===== config.mk =====
export PLATFORM = sky130hd
export DESIGN_NAME = adcsq_top
export DESIGN_NICKNAME = d
export VERILOG_FILES = /design/src/hdl/adcsq_pkg.sv /design/src/hdl/adcsq_pick.sv /design/src/hdl/adcsq_top.sv
export SDC_FILE = /design/constraint.sdc
export NUM_CORES = 1
export LEC_CHECK = 0
export BUFFER_PORTS_ARGS = -buffer_cell sky130_fd_sc_hd__buf_2
export CAP_MARGIN = 20
export CORE_UTILIZATION = 65
export CTS_BUF_LIST = sky130_fd_sc_hd__clkbuf_8
export DETAILED_ROUTE_END_ITERATION = 8
export HOLD_SLACK_MARGIN = 0.03
export PLACE_DENSITY = 0.91
export SLEW_MARGIN = 15
export SYNTH_ARGS = -nofsm -noshare
export SYNTH_HDL_FRONTEND = slang
export SYNTH_HIERARCHICAL = 1
export SYNTH_SLANG_ARGS = --single-unit

===== constraint.sdc =====
create_clock -name REF_CLK -period 18.2 [get_ports REF_CLK]
set_input_delay 0.91 -clock REF_CLK [delete_from_list [all_inputs] [get_ports REF_CLK]]
set_output_delay 0.91 -clock REF_CLK [all_outputs]
set_load 0.005 [all_outputs]

===== src/hdl/adcsq_pkg.sv =====
package adcsq_pkg;

  // ==========================================================================
  // Geometry
  // ==========================================================================
  localparam int unsigned ADCSQ_MAX_CH   = 16;
  localparam int unsigned ADCSQ_ADDR_W   = 8;
  localparam int unsigned ADCSQ_DATA_W   = 32;
  localparam int unsigned ADCSQ_CHAN_W   = 4;
  localparam int unsigned ADCSQ_RESULT_W = 12;
  localparam int unsigned ADCSQ_RES10_W  = 10;

  // ==========================================================================
  // Register byte offsets
  // ==========================================================================
  localparam logic [7:0] ADCSQ_OFF_CTRL  = 8'h00;
  localparam logic [7:0] ADCSQ_OFF_DONE  = 8'h08;
  localparam logic [7:0] ADCSQ_OFF_SMASK = 8'h0C;
  localparam logic [7:0] ADCSQ_OFF_PMASK = 8'h10;
  localparam logic [7:0] ADCSQ_OFF_CFG   = 8'h14;
  localparam logic [7:0] ADCSQ_OFF_EVT   = 8'h18;
  localparam logic [7:0] ADCSQ_OFF_IMSK  = 8'h1C;
  localparam logic [7:0] ADCSQ_OFF_RES0  = 8'h40;

  // ==========================================================================
  // Field positions and values
  // ==========================================================================
  localparam int unsigned ADCSQ_CTRL_ONE_SHOT_BIT = 1;
  localparam int unsigned ADCSQ_CTRL_PERIODIC_BIT = 2;
  localparam int unsigned ADCSQ_EVT_ONE_SHOT_BIT  = 0;
  localparam int unsigned ADCSQ_EVT_PERIODIC_BIT  = 1;
  localparam int unsigned ADCSQ_EVT_W             = 2;
  localparam logic [1:0]  ADCSQ_RES_10BIT         = 2'h2;
  localparam logic [1:0]  ADCSQ_RES_12BIT         = 2'h3;
  localparam logic [1:0]  ADCSQ_RES_RESET         = 2'h3;

  // ==========================================================================
  // Types
  // ==========================================================================
  typedef enum logic [1:0] {
    ADCSQ_IDLE = 2'b00,
    ADCSQ_REQ  = 2'b01,
    ADCSQ_WAIT = 2'b10
  } adcsq_state_t;

  typedef struct packed {
    logic                      req;
    logic [ADCSQ_CHAN_W-1:0]   chan;
    logic [1:0]                res;
  } adcsq_core_req_t;

  typedef struct packed {
    logic                      done;
    logic [ADCSQ_RESULT_W-1:0] data;
  } adcsq_core_rsp_t;

endpackage


===== src/hdl/adcsq_pick.sv =====
`timescale 1ns/1ns
module adcsq_pick #(
  parameter int unsigned NUM_CH = 16
) (
  input  wire logic [NUM_CH-1:0] pend,  // Channels still waiting in this pass
  output logic                   any,   // At least one channel waits
  output logic [3:0]             idx    // Lowest waiting channel
);
  // ==========================================================================
  // Lowest-set-bit search
  // ==========================================================================
  logic [NUM_CH:0] below;
  logic [3:0]      acc [NUM_CH+1];

  assign below[0] = 1'b0;
  assign acc[0]   = 4'h0;

  generate
    for (genvar i = 0; i < NUM_CH; i++) begin : g_bit
      assign below[i+1] = below[i] | pend[i];
      assign acc[i+1]   = acc[i] | ((pend[i] & ~below[i]) ? 4'(i) : 4'h0);
    end
  endgenerate

  assign any = below[NUM_CH];
  assign idx = acc[NUM_CH];
endmodule


===== src/hdl/adcsq_top.sv =====
// Local design decision: the APB slave port.
`timescale 1ns/1ns
module adcsq_top
  import adcsq_pkg::*;
#(
  parameter int unsigned NUM_CH = 16
) (
  input  wire logic                         REF_CLK,   // System clock, 50 MHz
  input  wire logic                         RST,       // Async reset, active high
  input  wire logic                         PSEL,      // APB select
  input  wire logic                         PENABLE,   // APB access phase
  input  wire logic                         PWRITE,    // APB direction
  input  wire logic [adcsq_pkg::ADCSQ_ADDR_W-1:0] PADDR,     // APB byte address
  input  wire logic [adcsq_pkg::ADCSQ_DATA_W-1:0] PWDATA,    // APB write data
  output logic      [adcsq_pkg::ADCSQ_DATA_W-1:0] PRDATA,    // APB read data
  output logic                              PREADY,    // APB ready
  output logic                              PSLVERR,   // APB error
  output logic                              IRQ,       // Interrupt, level high
  output adcsq_pkg::adcsq_core_req_t        CORE_REQ,  // Request to converter core
  input  wire adcsq_pkg::adcsq_core_rsp_t   CORE_RSP   // Answer from converter core
);
  import adcsq_pkg::*;

  // ==========================================================================
  // Elaboration check
  // ==========================================================================
  generate
    if (NUM_CH < 1 || NUM_CH > ADCSQ_MAX_CH) begin : g_bad_num_ch
      $error("NUM_CH must lie between 1 and 16");
    end
  endgenerate

  localparam logic [8:0] RES_END = 9'(ADCSQ_OFF_RES0) + 9'(4 * NUM_CH);

  // ==========================================================================
  // State
  // ==========================================================================
  adcsq_state_t                state_ff;
  adcsq_core_req_t             core_req_ff;
  logic [NUM_CH-1:0]           pending_ff;
  logic                        periodic_pass_ff;
  logic [NUM_CH-1:0]           done_ff;
  logic [NUM_CH-1:0]           smask_ff;
  logic [NUM_CH-1:0]           pmask_ff;
  logic                        one_shot_trig_ff;
  logic                        periodic_en_ff;
  logic [1:0]                  res_ff;
  logic [ADCSQ_EVT_W-1:0]      evt_ff;
  logic [ADCSQ_EVT_W-1:0]      imask_ff;
  logic [ADCSQ_RESULT_W-1:0]   result_ff [NUM_CH];
  logic [ADCSQ_DATA_W-1:0]     prdata_ff;
  logic                        pready_ff;
  logic                        pslverr_ff;
  logic                        irq_ff;

  logic                        pick_any;
  logic [3:0]                  pick_idx;
  logic                        setup;
  logic                        access;
  logic                        wr;
  logic                        is_result;
  logic [3:0]                  rd_ch;
  logic [ADCSQ_DATA_W-1:0]     rd_mux;
  logic                        rd_bad;
  logic                        start_single;
  logic                        start_periodic;
  logic                        conv_issue;
  logic                        conv_end;
  logic                        pass_end;
  logic [NUM_CH-1:0]           chan_onehot;
  logic [NUM_CH-1:0]           done_set;
  logic [NUM_CH-1:0]           done_clr;
  logic [ADCSQ_EVT_W-1:0]      evt_set;
  logic [ADCSQ_EVT_W-1:0]      evt_clr;
  logic [ADCSQ_RESULT_W-1:0]   new_result;

  adcsq_pick #(
    .NUM_CH (NUM_CH)
  ) u_pick (
    .pend (pending_ff),
    .any  (pick_any),
    .idx  (pick_idx)
  );

  // ==========================================================================
  // APB slave
  // ==========================================================================
  assign setup     = PSEL & ~PENABLE;
  assign access    = PSEL & PENABLE & pready_ff;
  assign wr        = access & PWRITE;
  assign is_result = ({1'b0, PADDR} >= 9'(ADCSQ_OFF_RES0)) && ({1'b0, PADDR} < RES_END)
                     && (PADDR[1:0] == 2'b00);
  assign rd_ch     = PADDR[5:2];

  always_comb begin
    rd_mux = '0;
    rd_bad = 1'b0;
    if (PADDR == ADCSQ_OFF_CTRL) begin
      rd_mux[ADCSQ_CTRL_ONE_SHOT_BIT] = one_shot_trig_ff;
      rd_mux[ADCSQ_CTRL_PERIODIC_BIT] = periodic_en_ff;
    end else if (PADDR == ADCSQ_OFF_DONE) begin
      rd_mux = 32'(done_ff);
    end else if (PADDR == ADCSQ_OFF_SMASK) begin
      rd_mux = 32'(smask_ff);
    end else if (PADDR == ADCSQ_OFF_PMASK) begin
      rd_mux = 32'(pmask_ff);
    end else if (PADDR == ADCSQ_OFF_CFG) begin
      rd_mux = 32'(res_ff);
    end else if (PADDR == ADCSQ_OFF_EVT) begin
      rd_mux = 32'(evt_ff);
    end else if (PADDR == ADCSQ_OFF_IMSK) begin
      rd_mux = 32'(imask_ff);
    end else if (is_result) begin
      rd_mux = 32'(result_ff[rd_ch]);
    end else begin
      rd_bad = 1'b1;
    end
  end

  // No wait state: the read mux gets the setup cycle and PRDATA stays a flop.
  always_ff @(posedge REF_CLK or posedge RST) begin
    if (RST) begin
      pready_ff  <= 1'b0;
      prdata_ff  <= '0;
      pslverr_ff <= 1'b0;
    end else begin
      pready_ff <= setup;
      if (setup) begin
        prdata_ff  <= PWRITE ? '0 : rd_mux;
        pslverr_ff <= rd_bad;
      end
    end
  end

  // ==========================================================================
  // Control and configuration registers
  // ==========================================================================
  always_ff @(posedge REF_CLK or posedge RST) begin
    if (RST) begin
      smask_ff       <= '0;
      pmask_ff       <= '0;
      periodic_en_ff <= 1'b0;
      res_ff         <= ADCSQ_RES_RESET;
      imask_ff       <= '0;
    end else if (wr) begin
      if (PADDR == ADCSQ_OFF_CTRL) begin
        periodic_en_ff <= PWDATA[ADCSQ_CTRL_PERIODIC_BIT];
      end else if (PADDR == ADCSQ_OFF_SMASK) begin
        smask_ff <= PWDATA[NUM_CH-1:0];
      end else if (PADDR == ADCSQ_OFF_PMASK) begin
        pmask_ff <= PWDATA[NUM_CH-1:0];
      end else if (PADDR == ADCSQ_OFF_CFG) begin
        res_ff <= PWDATA[1:0];
      end else if (PADDR == ADCSQ_OFF_IMSK) begin
        imask_ff <= PWDATA[ADCSQ_EVT_W-1:0];
      end
    end
  end

  // A fresh write of 1 beats the self-clear, so a back-to-back request survives.
  always_ff @(posedge REF_CLK or posedge RST) begin
    if (RST) begin
      one_shot_trig_ff <= 1'b0;
    end else if (wr && PADDR == ADCSQ_OFF_CTRL && PWDATA[ADCSQ_CTRL_ONE_SHOT_BIT]) begin
      one_shot_trig_ff <= 1'b1;
    end else if (start_single) begin
      one_shot_trig_ff <= 1'b0;
    end
  end

  // ==========================================================================
  // Pass sequencer
  // ==========================================================================
  assign start_single   = (state_ff == ADCSQ_IDLE) & one_shot_trig_ff;
  assign start_periodic = (state_ff == ADCSQ_IDLE) & ~one_shot_trig_ff & periodic_en_ff;
  assign conv_issue     = (state_ff == ADCSQ_REQ) & pick_any;
  assign pass_end       = (state_ff == ADCSQ_REQ) & ~pick_any;
  assign conv_end       = (state_ff == ADCSQ_WAIT) & CORE_RSP.done;
  assign chan_onehot    = NUM_CH'(1) << core_req_ff.chan;

  always_ff @(posedge REF_CLK or posedge RST) begin
    if (RST) begin
      state_ff         <= ADCSQ_IDLE;
      pending_ff       <= '0;
      periodic_pass_ff <= 1'b0;
      core_req_ff      <= '0;
    end else begin
      core_req_ff.res <= res_ff;
      case (state_ff)
        ADCSQ_IDLE: begin
          if (start_single) begin
            pending_ff       <= smask_ff;
            periodic_pass_ff <= 1'b0;
            state_ff         <= ADCSQ_REQ;
          end else if (start_periodic) begin
            pending_ff       <= pmask_ff;
            periodic_pass_ff <= 1'b1;
            state_ff         <= ADCSQ_REQ;
          end
        end
        ADCSQ_REQ: begin
          if (pick_any) begin
            core_req_ff.req  <= 1'b1;
            core_req_ff.chan <= pick_idx;
            state_ff         <= ADCSQ_WAIT;
          end else begin
            state_ff <= ADCSQ_IDLE;
          end
        end
        ADCSQ_WAIT: begin
          if (CORE_RSP.done) begin
            core_req_ff.req <= 1'b0;
            pending_ff      <= pending_ff & ~chan_onehot;
            state_ff        <= ADCSQ_REQ;
          end
        end
        default: begin
          state_ff <= ADCSQ_IDLE;
        end
      endcase
    end
  end

  // ==========================================================================
  // Results and completion flags
  // ==========================================================================
  assign new_result = (res_ff == ADCSQ_RES_10BIT) ?
                      {2'b00, CORE_RSP.data[ADCSQ_RES10_W-1:0]} : CORE_RSP.data;

  always_ff @(posedge REF_CLK or posedge RST) begin
    if (RST) begin
      for (int i = 0; i < NUM_CH; i++) begin
        result_ff[i] <= '0;
      end
    end else if (conv_end) begin
      result_ff[core_req_ff.chan] <= new_result;
    end
  end

  // A flag drops when its channel is requested again, so it never reads 1 mid-conversion.
  assign done_set = conv_end ? chan_onehot : '0;
  assign done_clr = ((wr && PADDR == ADCSQ_OFF_DONE) ? PWDATA[NUM_CH-1:0] : '0)
                    | (conv_issue ? (NUM_CH'(1) << pick_idx) : '0);

  always_ff @(posedge REF_CLK or posedge RST) begin
    if (RST) begin
      done_ff <= '0;
    end else begin
      done_ff <= (done_ff & ~done_clr) | done_set;
    end
  end

  // ==========================================================================
  // Pass-done events and interrupt
  // ==========================================================================
  assign evt_set = pass_end ? (periodic_pass_ff ? 2'b10 : 2'b01) : 2'b00;
  // Only bits returned by this read are cleared, so a later event is kept.
  assign evt_clr = (access && !PWRITE && PADDR == ADCSQ_OFF_EVT) ?
                   prdata_ff[ADCSQ_EVT_W-1:0] : 2'b00;

  always_ff @(posedge REF_CLK or posedge RST) begin
    if (RST) begin
      evt_ff <= '0;
      irq_ff <= 1'b0;
    end else begin
      evt_ff <= (evt_ff & ~evt_clr) | evt_set;
      irq_ff <= |(evt_ff & imask_ff);
    end
  end

  assign PRDATA   = prdata_ff;
  assign PREADY   = pready_ff;
  assign PSLVERR  = pslverr_ff;
  assign IRQ      = irq_ff;
  assign CORE_REQ = core_req_ff;
endmodule


After elaboration in Yosys (flattened, before gate mapping)
Index checks and enable logic that the tools add are counted.
Widths: inputs -> output; s select.
{"block": "totals", "ff_bits": 309, "inputBits": 58, "out_inout_bits": 42, "word_cells": 231}
{"block": "classes", "order_cmp": 5, "eq_ne": 12, "shifts": 2, "muxes": 63, "bitwise": 88, "n_reduce_logical": 27}
{"cell": "$bwmux 192", "count": 1}
{"cell": "$mux 16", "count": 9}
{"cell": "$mux 12", "count": 8}
{"cell": "$or 4x4->4", "count": 14}
{"cell": "$bmux 12 s4", "count": 1}
{"cell": "$demux 12 s4", "count": 1}
{"cell": "$and 16x16->16", "count": 2}
{"cell": "$eq 8x5->1 const B", "count": 4}
{"cell": "$mux 32", "count": 1}
{"cell": "$mux 4", "count": 8}
{"cell": "$not 16->16", "count": 2}
{"cell": "$or 16x16->16", "count": 2}
{"cell": "$pmux 16 s2", "count": 1}
{"cell": "$shl 1x4->16 const A", "count": 2}
{"cell": "$mux 29", "count": 1}
{"cell": "$and 1x1->1", "count": 25}
{"cell": "$not 1->1", "count": 22}
{"cell": "$mux 2", "count": 10}
{"cell": "$eq 8x4->1 const B", "count": 2}
{"cell": "$mux 1", "count": 15}
{"cell": "$or 1x1->1", "count": 15}
{"cell": "$mux 3", "count": 4}
{"cell": "$ge 5x5->1 const B", "count": 2}
{"cell": "$not 4->5", "count": 2}
{"cell": "other kinds (24)", "count": 43}

Depth between registers and ports, before layout
Gate-level depths: netlist of the first run.
{"block": "logic_depth", "ltp_word": 24, "mapped_depth": 8, "mapped_depth_nobuf": 8}

By module
Netlist of the first run, hierarchy kept.
{"mod": "adcsq_top", "instances": 1, "cells_each": 1209, "area_per_inst_um2": 13835.8, "seq_area_each_um2": 7334.5}
{"mod": "adcsq_pick", "instances": 1, "cells_each": 30, "area_per_inst_um2": 192.7, "seq_area_each_um2": 0.0}

Least setup slack after synthesis of the first run
No wires, ideal clock.
{"block": "synth_path", "path_kind": "input port to flip-flop", "start": "in PADDR[1] (netlist name)", "end": "reg done_ff[5]", "arrival_time_ns": 2.321, "path_slack_ns": 15.758, "stages": 7, "path_cell_list": "or4_4 > nor3_1 > and3_1 > buf_4 > buf_4 > nand2_1 > a32o_1"}
{"block": "synth_between", "elab_chain_len": 7}
{"item": "from (decl)", "line_no": "adcsq_top.sv:13", "source": "input wire logic [adcsq_pkg::ADCSQ_ADDR_W-1:0] PADDR,"}
{"item": "$eq 8x4->1", "line_no": "adcsq_top.sv:242", "source": "assign done_clr = ((wr && PADDR == ADCSQ_OFF_DONE) ? PWDATA[NUM_CH-1:0] : '0)"}
{"item": "$logic_and 1x1->1", "line_no": "adcsq_top.sv:242"}
{"item": "$mux 16", "line_no": "adcsq_top.sv:242"}
{"item": "$or 16x16->16", "line_no": "adcsq_top.sv:243", "source": "| (conv_issue ? (NUM_CH'(1) << pick_idx) : '0);"}
{"item": "$not 16->16", "line_no": "adcsq_top.sv:249", "source": "done_ff <= (done_ff & ~done_clr) | done_set;"}
{"item": "$and 16x16->16", "line_no": "adcsq_top.sv:249"}
{"item": "$or 16x16->16", "line_no": "adcsq_top.sv:249"}
{"item": "to (signal assigned)", "line_no": "adcsq_top.sv:249"}
{"item": "to (decl)", "line_no": "adcsq_top.sv:42", "source": "logic [NUM_CH-1:0] done_ff;"}
Every way passes these cells.
A chain may end at the register's enable or synchronous reset.

Worst setup path after layout of the first run
{"block": "layout_path", "start": "in PADDR[3] (netlist name)", "end": "reg prdata_ff[2], in the netlist PRDATA[2]"}
{"block": "layout_between", "elab_chain_len": 13}
{"item": "$not 4->5 (not written as such)", "line_no": "adcsq_top.sv:114", "source": "rd_mux = 32'(result_ff[rd_ch]);"}
{"item": "$bmux 12 s4", "line_no": "adcsq_top.sv:114"}
{"item": "$mux 12 (not written as such) (2 in a row)", "line_no": "adcsq_top.sv:114"}
{"item": "$mux 12", "line_no": "adcsq_top.sv:113", "source": "end else if (is_result) begin"}
{"item": "$mux 12", "line_no": "adcsq_top.sv:111", "source": "end else if (PADDR == ADCSQ_OFF_IMSK) begin"}
{"item": "$mux 12", "line_no": "adcsq_top.sv:109", "source": "end else if (PADDR == ADCSQ_OFF_EVT) begin"}
{"item": "$mux 12", "line_no": "adcsq_top.sv:107", "source": "end else if (PADDR == ADCSQ_OFF_CFG) begin"}
{"item": "$mux 16", "line_no": "adcsq_top.sv:105", "source": "end else if (PADDR == ADCSQ_OFF_PMASK) begin"}
{"item": "$mux 16", "line_no": "adcsq_top.sv:103", "source": "end else if (PADDR == ADCSQ_OFF_SMASK) begin"}
{"item": "$mux 16", "line_no": "adcsq_top.sv:101", "source": "end else if (PADDR == ADCSQ_OFF_DONE) begin"}
{"item": "$mux 2 (*)", "line_no": "adcsq_top.sv:98", "source": "if (PADDR == ADCSQ_OFF_CTRL) begin"}
{"item": "$mux 32 (*)", "line_no": "adcsq_top.sv:129", "source": "prdata_ff <= PWRITE ? '0 : rd_mux;"}
{"item": "to (signal assigned)", "line_no": "adcsq_top.sv:129"}
{"item": "to (decl)", "line_no": "adcsq_top.sv:51", "source": "logic [ADCSQ_DATA_W-1:0] prdata_ff;"}
Every way passes the cells marked *; elsewhere a longest branch is shown, timed or not. The select of a mux whose other input is x is not followed.

==> results of run 1 <==
[state kept, by name, indices dropped and copies added (netlist names)]
register,flops
CORE_REQ,7
PREADY,1
PSLVERR,1
one_shot_trig_ff,1
smask_ff,16
evt_ff,2
periodic_en_ff,1
res_ff,2
pending_ff,16
periodic_pass_ff,1
IRQ,1
state_ff,2
pmask_ff,16
imask_ff,2
done_ff,16
result_ff,192
PRDATA,16
[cells by family (layout without fill, tap and decap cells)]
| group | after synthesis | in the layout | synth area share |
|---|---|---|---|
| AOI/OAI and AO/OA | 219 | 219 | 0.108 |
| buffers and inverters | 111 | 186 | 0.0384 |
| DFF | 293 | 293 | 0.523 |
| muxes | 275 | 275 | 0.220 |
| other | 1 | 16 | 0.000267 |
| and+or+nand+nor | 340 | 340 | 0.110 |
[cells in the mapped netlist, types with 6 or more instances]
master     count  area, um2
nand2_1      214        803
nor4_1         7       43.8
inv_1         13       48.8
buf_2         28        140
o211ai_1      13       97.6
a32o_1         6       60.1
nand2b_1      10       62.6
a221o_1        6       60.1
clkbuf_1      43        161
nor2b_1       10       62.6
o21ai_0       60        300
mux2i_1       97        971
nor3_1         6       30.0
nand3_1       35        175
a2bb2oi_1      9       78.8
a22oi_1       43        323
a22o_1        16        140
mux2_2       165       1860
buf_4         21        158
o2bb2ai_1     16        140
mux4_2         9        203
nor2_1        25       93.8
dfrtp_1      291       7280
a21oi_1       28        140
[cell usage in the layout (no fill, tap or decap), types with 3 or more instances in the layout]
cell type	count
and2_1	5
a221o_1	6
mux2i_1	97
inv_1	30
mux4_2	9
nor2b_1	9
nor2_1	25
buf_4	18
o21ai_0	60
nand3b_1	3
nand2b_1	10
conb_1	16
a31o_2	3
o2bb2ai_1	16
a22oi_1	43
nand2_1	214
o211ai_1	13
buf_2	66
dfrtp_1	291
nand3_1	35
a2bb2oi_1	9
a32o_1	6
a22o_1	16
or2_2	3
clkinv_2	4
and3_1	3
clkbuf_8	61
nor3_1	6
a21oi_1	28
o31ai_1	3
nor4_1	7
mux2_4	4
mux2_2	165
[critical path: stages]
cell and delay, ps:
buf_4 530, buf_4 660, mux4_2 630, mux2_2 300, nand2_1 70, o211ai_1 150
a21bo_2 280
[stage by stage]
stage | std cells | util | setup WS [ps] | cell area (um2) | total power [mW]
2_1_floorplan | 1254 | - | 9200 | 14100 | 0.710
3_3_place_gp | 1515 | 0.683 | 14650 | 14400 | 0.728
3_5_place_dp | 1515 | 0.683 | 14630 | 14400 | 0.729
4_1_cts | 1599 | 0.728 | 15150 | 15300 | 1.28
5_1_grt | 1604 | 0.732 | 15040 | 15400 | 1.32
6_report | 1604 | 0.732 | 15090 | 15400 | 1.28
[power by group through the flow]
stage / Sequential [mW] / Clock, mW / Combinational, mW
after floorplan: 0.666 / 0 / 0.0442
after global placement: 0.666 / 0 / 0.0621
after detailed placement: 0.666 / 0 / 0.0635
after CTS: 0.654 / 0.560 / 0.0639
after global routing: 0.654 / 0.592 / 0.0724
final: 0.654 / 0.562 / 0.0668
[layout make-up]
cell class | count | share of cell area
Multi-Input combinational cell | 850 | 0.403
Tap cell | 275 | 0.0223
Clock buffer | 61 | 0.0544
Timing Repair Buffer | 88 | 0.0357
Inverter | 14 | 0.00389
Sequential cell | 293 | 0.475
Clock inverter | 23 | 0.00624
[how the worst max path moves through the flow]
stage,startpoint,cells past startpoint,slack (ps),to
6_report,PADDR[3],7,15090,PRDATA[2]
5_1_grt,PADDR[3],6,15040,smask_ff[1]
4_1_cts,PADDR[3],7,15150,PRDATA[2]
3_5_place_dp,PADDR[3],7,14630,PRDATA[2]
3_3_place_gp,PADDR[3],7,14650,PRDATA[2]
2_1_floorplan,RST,1,9200,CORE_REQ[0]
[layer usage]
metal	vias up	global-route usage	wire length (um)
met5	-	0	0
met4	0	0.194	1970
met3	168	0.0838	3810
met2	659	0.569	18000
met1	5348	0.436	14100
li1	4543	-	-
==> qor.csv, run 1 <==
stage,metric,value,unit
detailed_routing,drt_iter0_markers,1259,
sta,fmax,322,MHz
clock_network,clock_sinks,293,
clock_network,insertion_delay,580,ps
worst_setup_path,worstSetupPathType,primary input to flip-flop,
worst_setup_path,r2r_setup_slack,15420,ps
yosys,async_flop_share,1.00,
detailed_routing,via_per_inst,6.68,
sta,final-hold-violation-count,0,
sta,timing.final.crit_period,3110,ps
place,gp_congestion,0.930,
yosys,yosys_warnings,6,
worst_setup_path,cp.required,18650,ps
worst_setup_path,crit-reg2reg-launch,state_ff[0],
layout,seq_area,7330,um2
clock_network,clkSlewWorstSetupHoldPaths,60,ps
sta,slew_viol_final,0,
clock_network,numCtsBuffers,48,
sta,fin_crit_sh,0.171,
hold_path,hold_end,CORE_REQ[0],
detailed_routing,wire_per_inst,23.6,um
sta,skew,27.1,ps
yosys,dominantRegCellSynth,dfrtp_1,
grt,grtUsageTotal,0.352,
floorplanning,die_h,149,um
yosys,postSynthCellCount,1239,
layout,syn_to_final_growth,10.1,%
pwr,leakage,7.72,nW
worst_setup_path,arrival,3560,ps
pwr,p_sw,311,uW
pwr,power.density,83.1,nW/um2
floorplanning,start_util,0.665,
pwr,p_comb_frac,0.052,
sta,rsz0062_at_grt,false,
grt,grt_max_degree,130,
worst_setup_path,cp-end-kind,flip-flop,
grt,antenna_found_initial,0,
sta,slew_headroom,0.299,
pwr,internal-power,972,uW
clock_network,cts-htree-levels,2,
detailed_routing,drc,0,
hold_path,hp-class,flip-flop to flip-flop,
clock_network,cts_tree,built,
status,outcome,"finished, final reports clean",
detailed_routing,ant_nets,0,
layout,multi_input_area,6210,um2
yosys,ys_types,65,
sta,tightest_slew,1050,ps
worst_setup_path,crit_fanout,40,
pwr,p_sw_frac,0.242,
yosys,synth_area_per_cell,11.3,um2
layout,num-fill-cells,1339,
clock_network,postCtsSetupBuffers,0,
floorplanning,row_count,53,
clock_network,cts-root-buf,clkbuf_8,
layout,drive_above_1_share,0.266,
grt,grt_remaining_overflow,0,
hold_path,holdPathStages,0,
yosys,syn-cell-area,14000,um2
pwr,seqPwrFrac,0.510,
sta,setup_violations,0,
clock_network,clk_path_buf_depth,3,
pwr,ir_worst_vdd,0.0690,mV
yosys,seq_area_frac_synth,0.523,
layout,final_nets,1353,
worst_setup_path,startpoint_type,primary input,
detailed_routing,first_pass_iters,6,
clock_network,cts_resized,0,
sta,fin_setup_tns,0,ps
pwr,power_frac_clock,0.438,
yosys,synth_edf_count,0,
grt,grt_pass1_wl,59100,um
layout,diodes,0,
worst_setup_path,reg2regPathDepth,4,
hold_path,min_from,res_ff[0],
place,portBuffers,67,
worst_setup_path,worstReg2RegEnd,result_ff[122],
place,dp_hpwl,22800,um
grt,grt_pass1_vias,10800,
floorplanning,die_area,22200,um2
sta,holdWs,422,ps
flow_run,cap_violations,0,
floorplanning,core_area,21100,um2
detailed_routing,via_count,10700,
floorplanning,top_level_ports,100,
floorplanning,fp.dieW,149,um
clock_network,cts_hold_buf,0,
detailed_routing,wl,37900,um
yosys,synth-seq-cells,293,
No activity file was read; power rests on OpenSTA's default activity.
==> inputs of run 2 (changes only) <==
--- a/config.mk
+++ b/config.mk
@@ -7,11 +7,11 @@
 export LEC_CHECK = 0
 export BUFFER_PORTS_ARGS = -buffer_cell sky130_fd_sc_hd__buf_2
 export CAP_MARGIN = 20
-export CORE_UTILIZATION = 65
+export CORE_UTILIZATION = 63
 export CTS_BUF_LIST = sky130_fd_sc_hd__clkbuf_8
 export DETAILED_ROUTE_END_ITERATION = 8
 export HOLD_SLACK_MARGIN = 0.03
-export PLACE_DENSITY = 0.91
+export PLACE_DENSITY = 0.89
 export SLEW_MARGIN = 15
 export SYNTH_ARGS = -nofsm -noshare
 export SYNTH_HDL_FRONTEND = slang
==> constraint.sdc (replaced) <==
create_clock -name REF_CLK -period 2.9 [get_ports REF_CLK]
set_input_delay 0.145 -clock REF_CLK [delete_from_list [all_inputs] [get_ports REF_CLK]]
set_output_delay 0.145 -clock REF_CLK [all_outputs]
set_load 0.005 [all_outputs]
==> qor.csv, run 2 (same netlist as run 1, synthesis figures left out) <==
stage,metric,value,unit,change
floorplanning,start_util,0.643,,-0.0224
detailed_routing,wire_per_inst,23.2,um,-1.6%
layout,largest_register_ffs,192,,unchanged
sta,setup_violations,0,,unchanged
clock_network,insertion_delay,580,ps,about the same
place,place_area,14700,um2,+2.2%
place,dp_hpwl,24400,um,+6.9%
flow_run,cap_violations,0,,unchanged
grt,grt_pass1_wl,60600,um,+2.6%
clock_network,cts_tree,built,,
clock_network,cts_resized,0,,unchanged
detailed_routing,via_count,10800,,+1.2%
hold_path,holdPathStages,4,,+4
floorplanning,core_area,21800,um2,+3.5%
detailed_routing,wl,38700,um,+2.2%
pwr,ir_worst_vdd,0.447,mV,+550%
clock_network,clk_path_buf_depth,3,,unchanged
sta,fmax,382,MHz,
floorplanning,die_area,22900,um2,+3.1%
worst_setup_path,cp-end-kind,flip-flop,,
clock_network,postCtsSetupBuffers,0,,unchanged
place,gp_congestion,0.923,,-0.81%
pwr,finalPower,8.22,mW,+540%
layout,design_area,16000,um2,+3.6%
grt,antenna_found_initial,0,,unchanged
clock_network,clock_sinks,293,,unchanged
grt,grt_remaining_overflow,0,,unchanged
grt,grt_pass1_vias,11100,,+2.8%
worst_setup_path,worstSetupPathType,flip-flop to flip-flop,,
grt,grt_max_degree,69,,-47%
layout,seq_area,7330,um2,unchanged
detailed_routing,drc,0,,unchanged
layout,top_register,result_ff,,
sta,slew_headroom,0.411,,+0.112
layout,num-fill-cells,1348,,+0.67%
sta,final-hold-violation-count,0,,unchanged
layout,mostFrequentLayoutCell,dfrtp_1,,
layout,drive_above_1_share,0.277,,+0.0109
worst_setup_path,startpoint_type,flip-flop,,
layout,diodes,0,,unchanged
sta,timing.final.crit_period,2620,ps,
detailed_routing,first_pass_iters,6,,unchanged
status,outcome,"finished, final reports clean",,
floorplanning,die_h,151,um,+1.6%
grt,grtUsageTotal,0.354,,+0.00185
layout,multi_input_area,6210,um2,about the same
clock_network,cts-htree-levels,2,,unchanged
sta,skew,23.5,ps,-3.59 ps
sta,slew_viol_final,0,,unchanged
sta,rsz0062_at_grt,false,,
detailed_routing,drt_iter0_markers,1177,,-6.5%
pwr,power.density,514,nW/um2,+520%
layout,syn_to_final_growth,14.1,%,
clock_network,cts_hold_buf,30,,+30
worst_setup_path,crit_fanout,4,,-90%
detailed_routing,via_per_inst,6.52,,-2.5%
layout,layout_common_cells,"dfrtp_1 (291), nand2_1 (214), mux2_2 (165), mux2i_1 (97), buf_2 (66)",,
detailed_routing,ant_nets,0,,unchanged
hold_path,hp-class,primary input to flip-flop,,
pwr,leakage,7.95,nW,+3.1%
clock_network,clkSlewWorstSetupHoldPaths,60,ps,about the same
worst_setup_path,reg2regPathDepth,7,,+3
place,portBuffers,67,,unchanged
clock_network,numCtsBuffers,47,,-2.1%
worst_setup_path,cp.required,3370,ps,"-15,280 ps"
floorplanning,row_count,54,,+1.9%
sta,fin_crit_sh,0.902,,
clock_network,cts-root-buf,clkbuf_8,,
worst_setup_path,arrival,3080,ps,-480 ps
layout,final_nets,1410,,+4.2%
sta,tightest_slew,876,ps,-173 ps
floorplanning,fp.dieW,151,um,+1.6%
floorplanning,top_level_ports,100,,unchanged
run 2: metal layers:
metal / vias to the layer above / wire, um / GRT usage
li1: 4645 / - / -
met1: 5416 / 14500 / 0.441
met2: 626 / 18500 / 0.571
met3: 161 / 3580 / 0.0747
met4: 0 / 2120 / 0.203
met5: - / 0 / 0
run 2: critical path, stage by stage, from the launching register on:
cell and delay, ps:
dfrtp_1 440, nor4_2 430, and3b_1 210, nor4_1 50, o311ai_1 510, nor2b_1 450, nand2_1 140, a32o_1 280
run 2: area by class of cell:
type,count,share of cell area
flip-flops and latches,293,0.458
multi-input cells,850,0.388
repair buffers,146,0.0668
clock buffers,63,0.0542
well taps,280,0.0219
clock inverters,19,0.00696
inverters,14,0.00352
run 2: worst paths after layout:
path                                   to           from  slack [ps]
max                           done_ff[11]  pending_ff[4]         280
min                                PREADY           PSEL          70
max reg2reg                   done_ff[11]  pending_ff[4]         280
min reg2reg                   CORE_REQ[1]      res_ff[1]         430
max in group asynchronous  result_ff[162]            RST        1710
min in group asynchronous     CORE_REQ[0]            RST         300
run 2: where the power goes:
group          internal (mW)  total (mW)  switching (mW)
combinational          0.158       0.468           0.310
clock                   2.02        3.65            1.63
sequential              4.10        4.11         0.00924
run 2: through the flow:
step	TNS [ps]	instances	hold WS (ps)	setup slack [ps]	util
global placement	0	1553	343	547	0.675
global route	0	1665	60.3	218	0.733
CTS	0	1665	30.2	349	0.733
floorplan	-329740	1254	252	-1130	-
detailed placement	0	1553	349	429	0.675
finish	0	1665	69.0	284	0.733
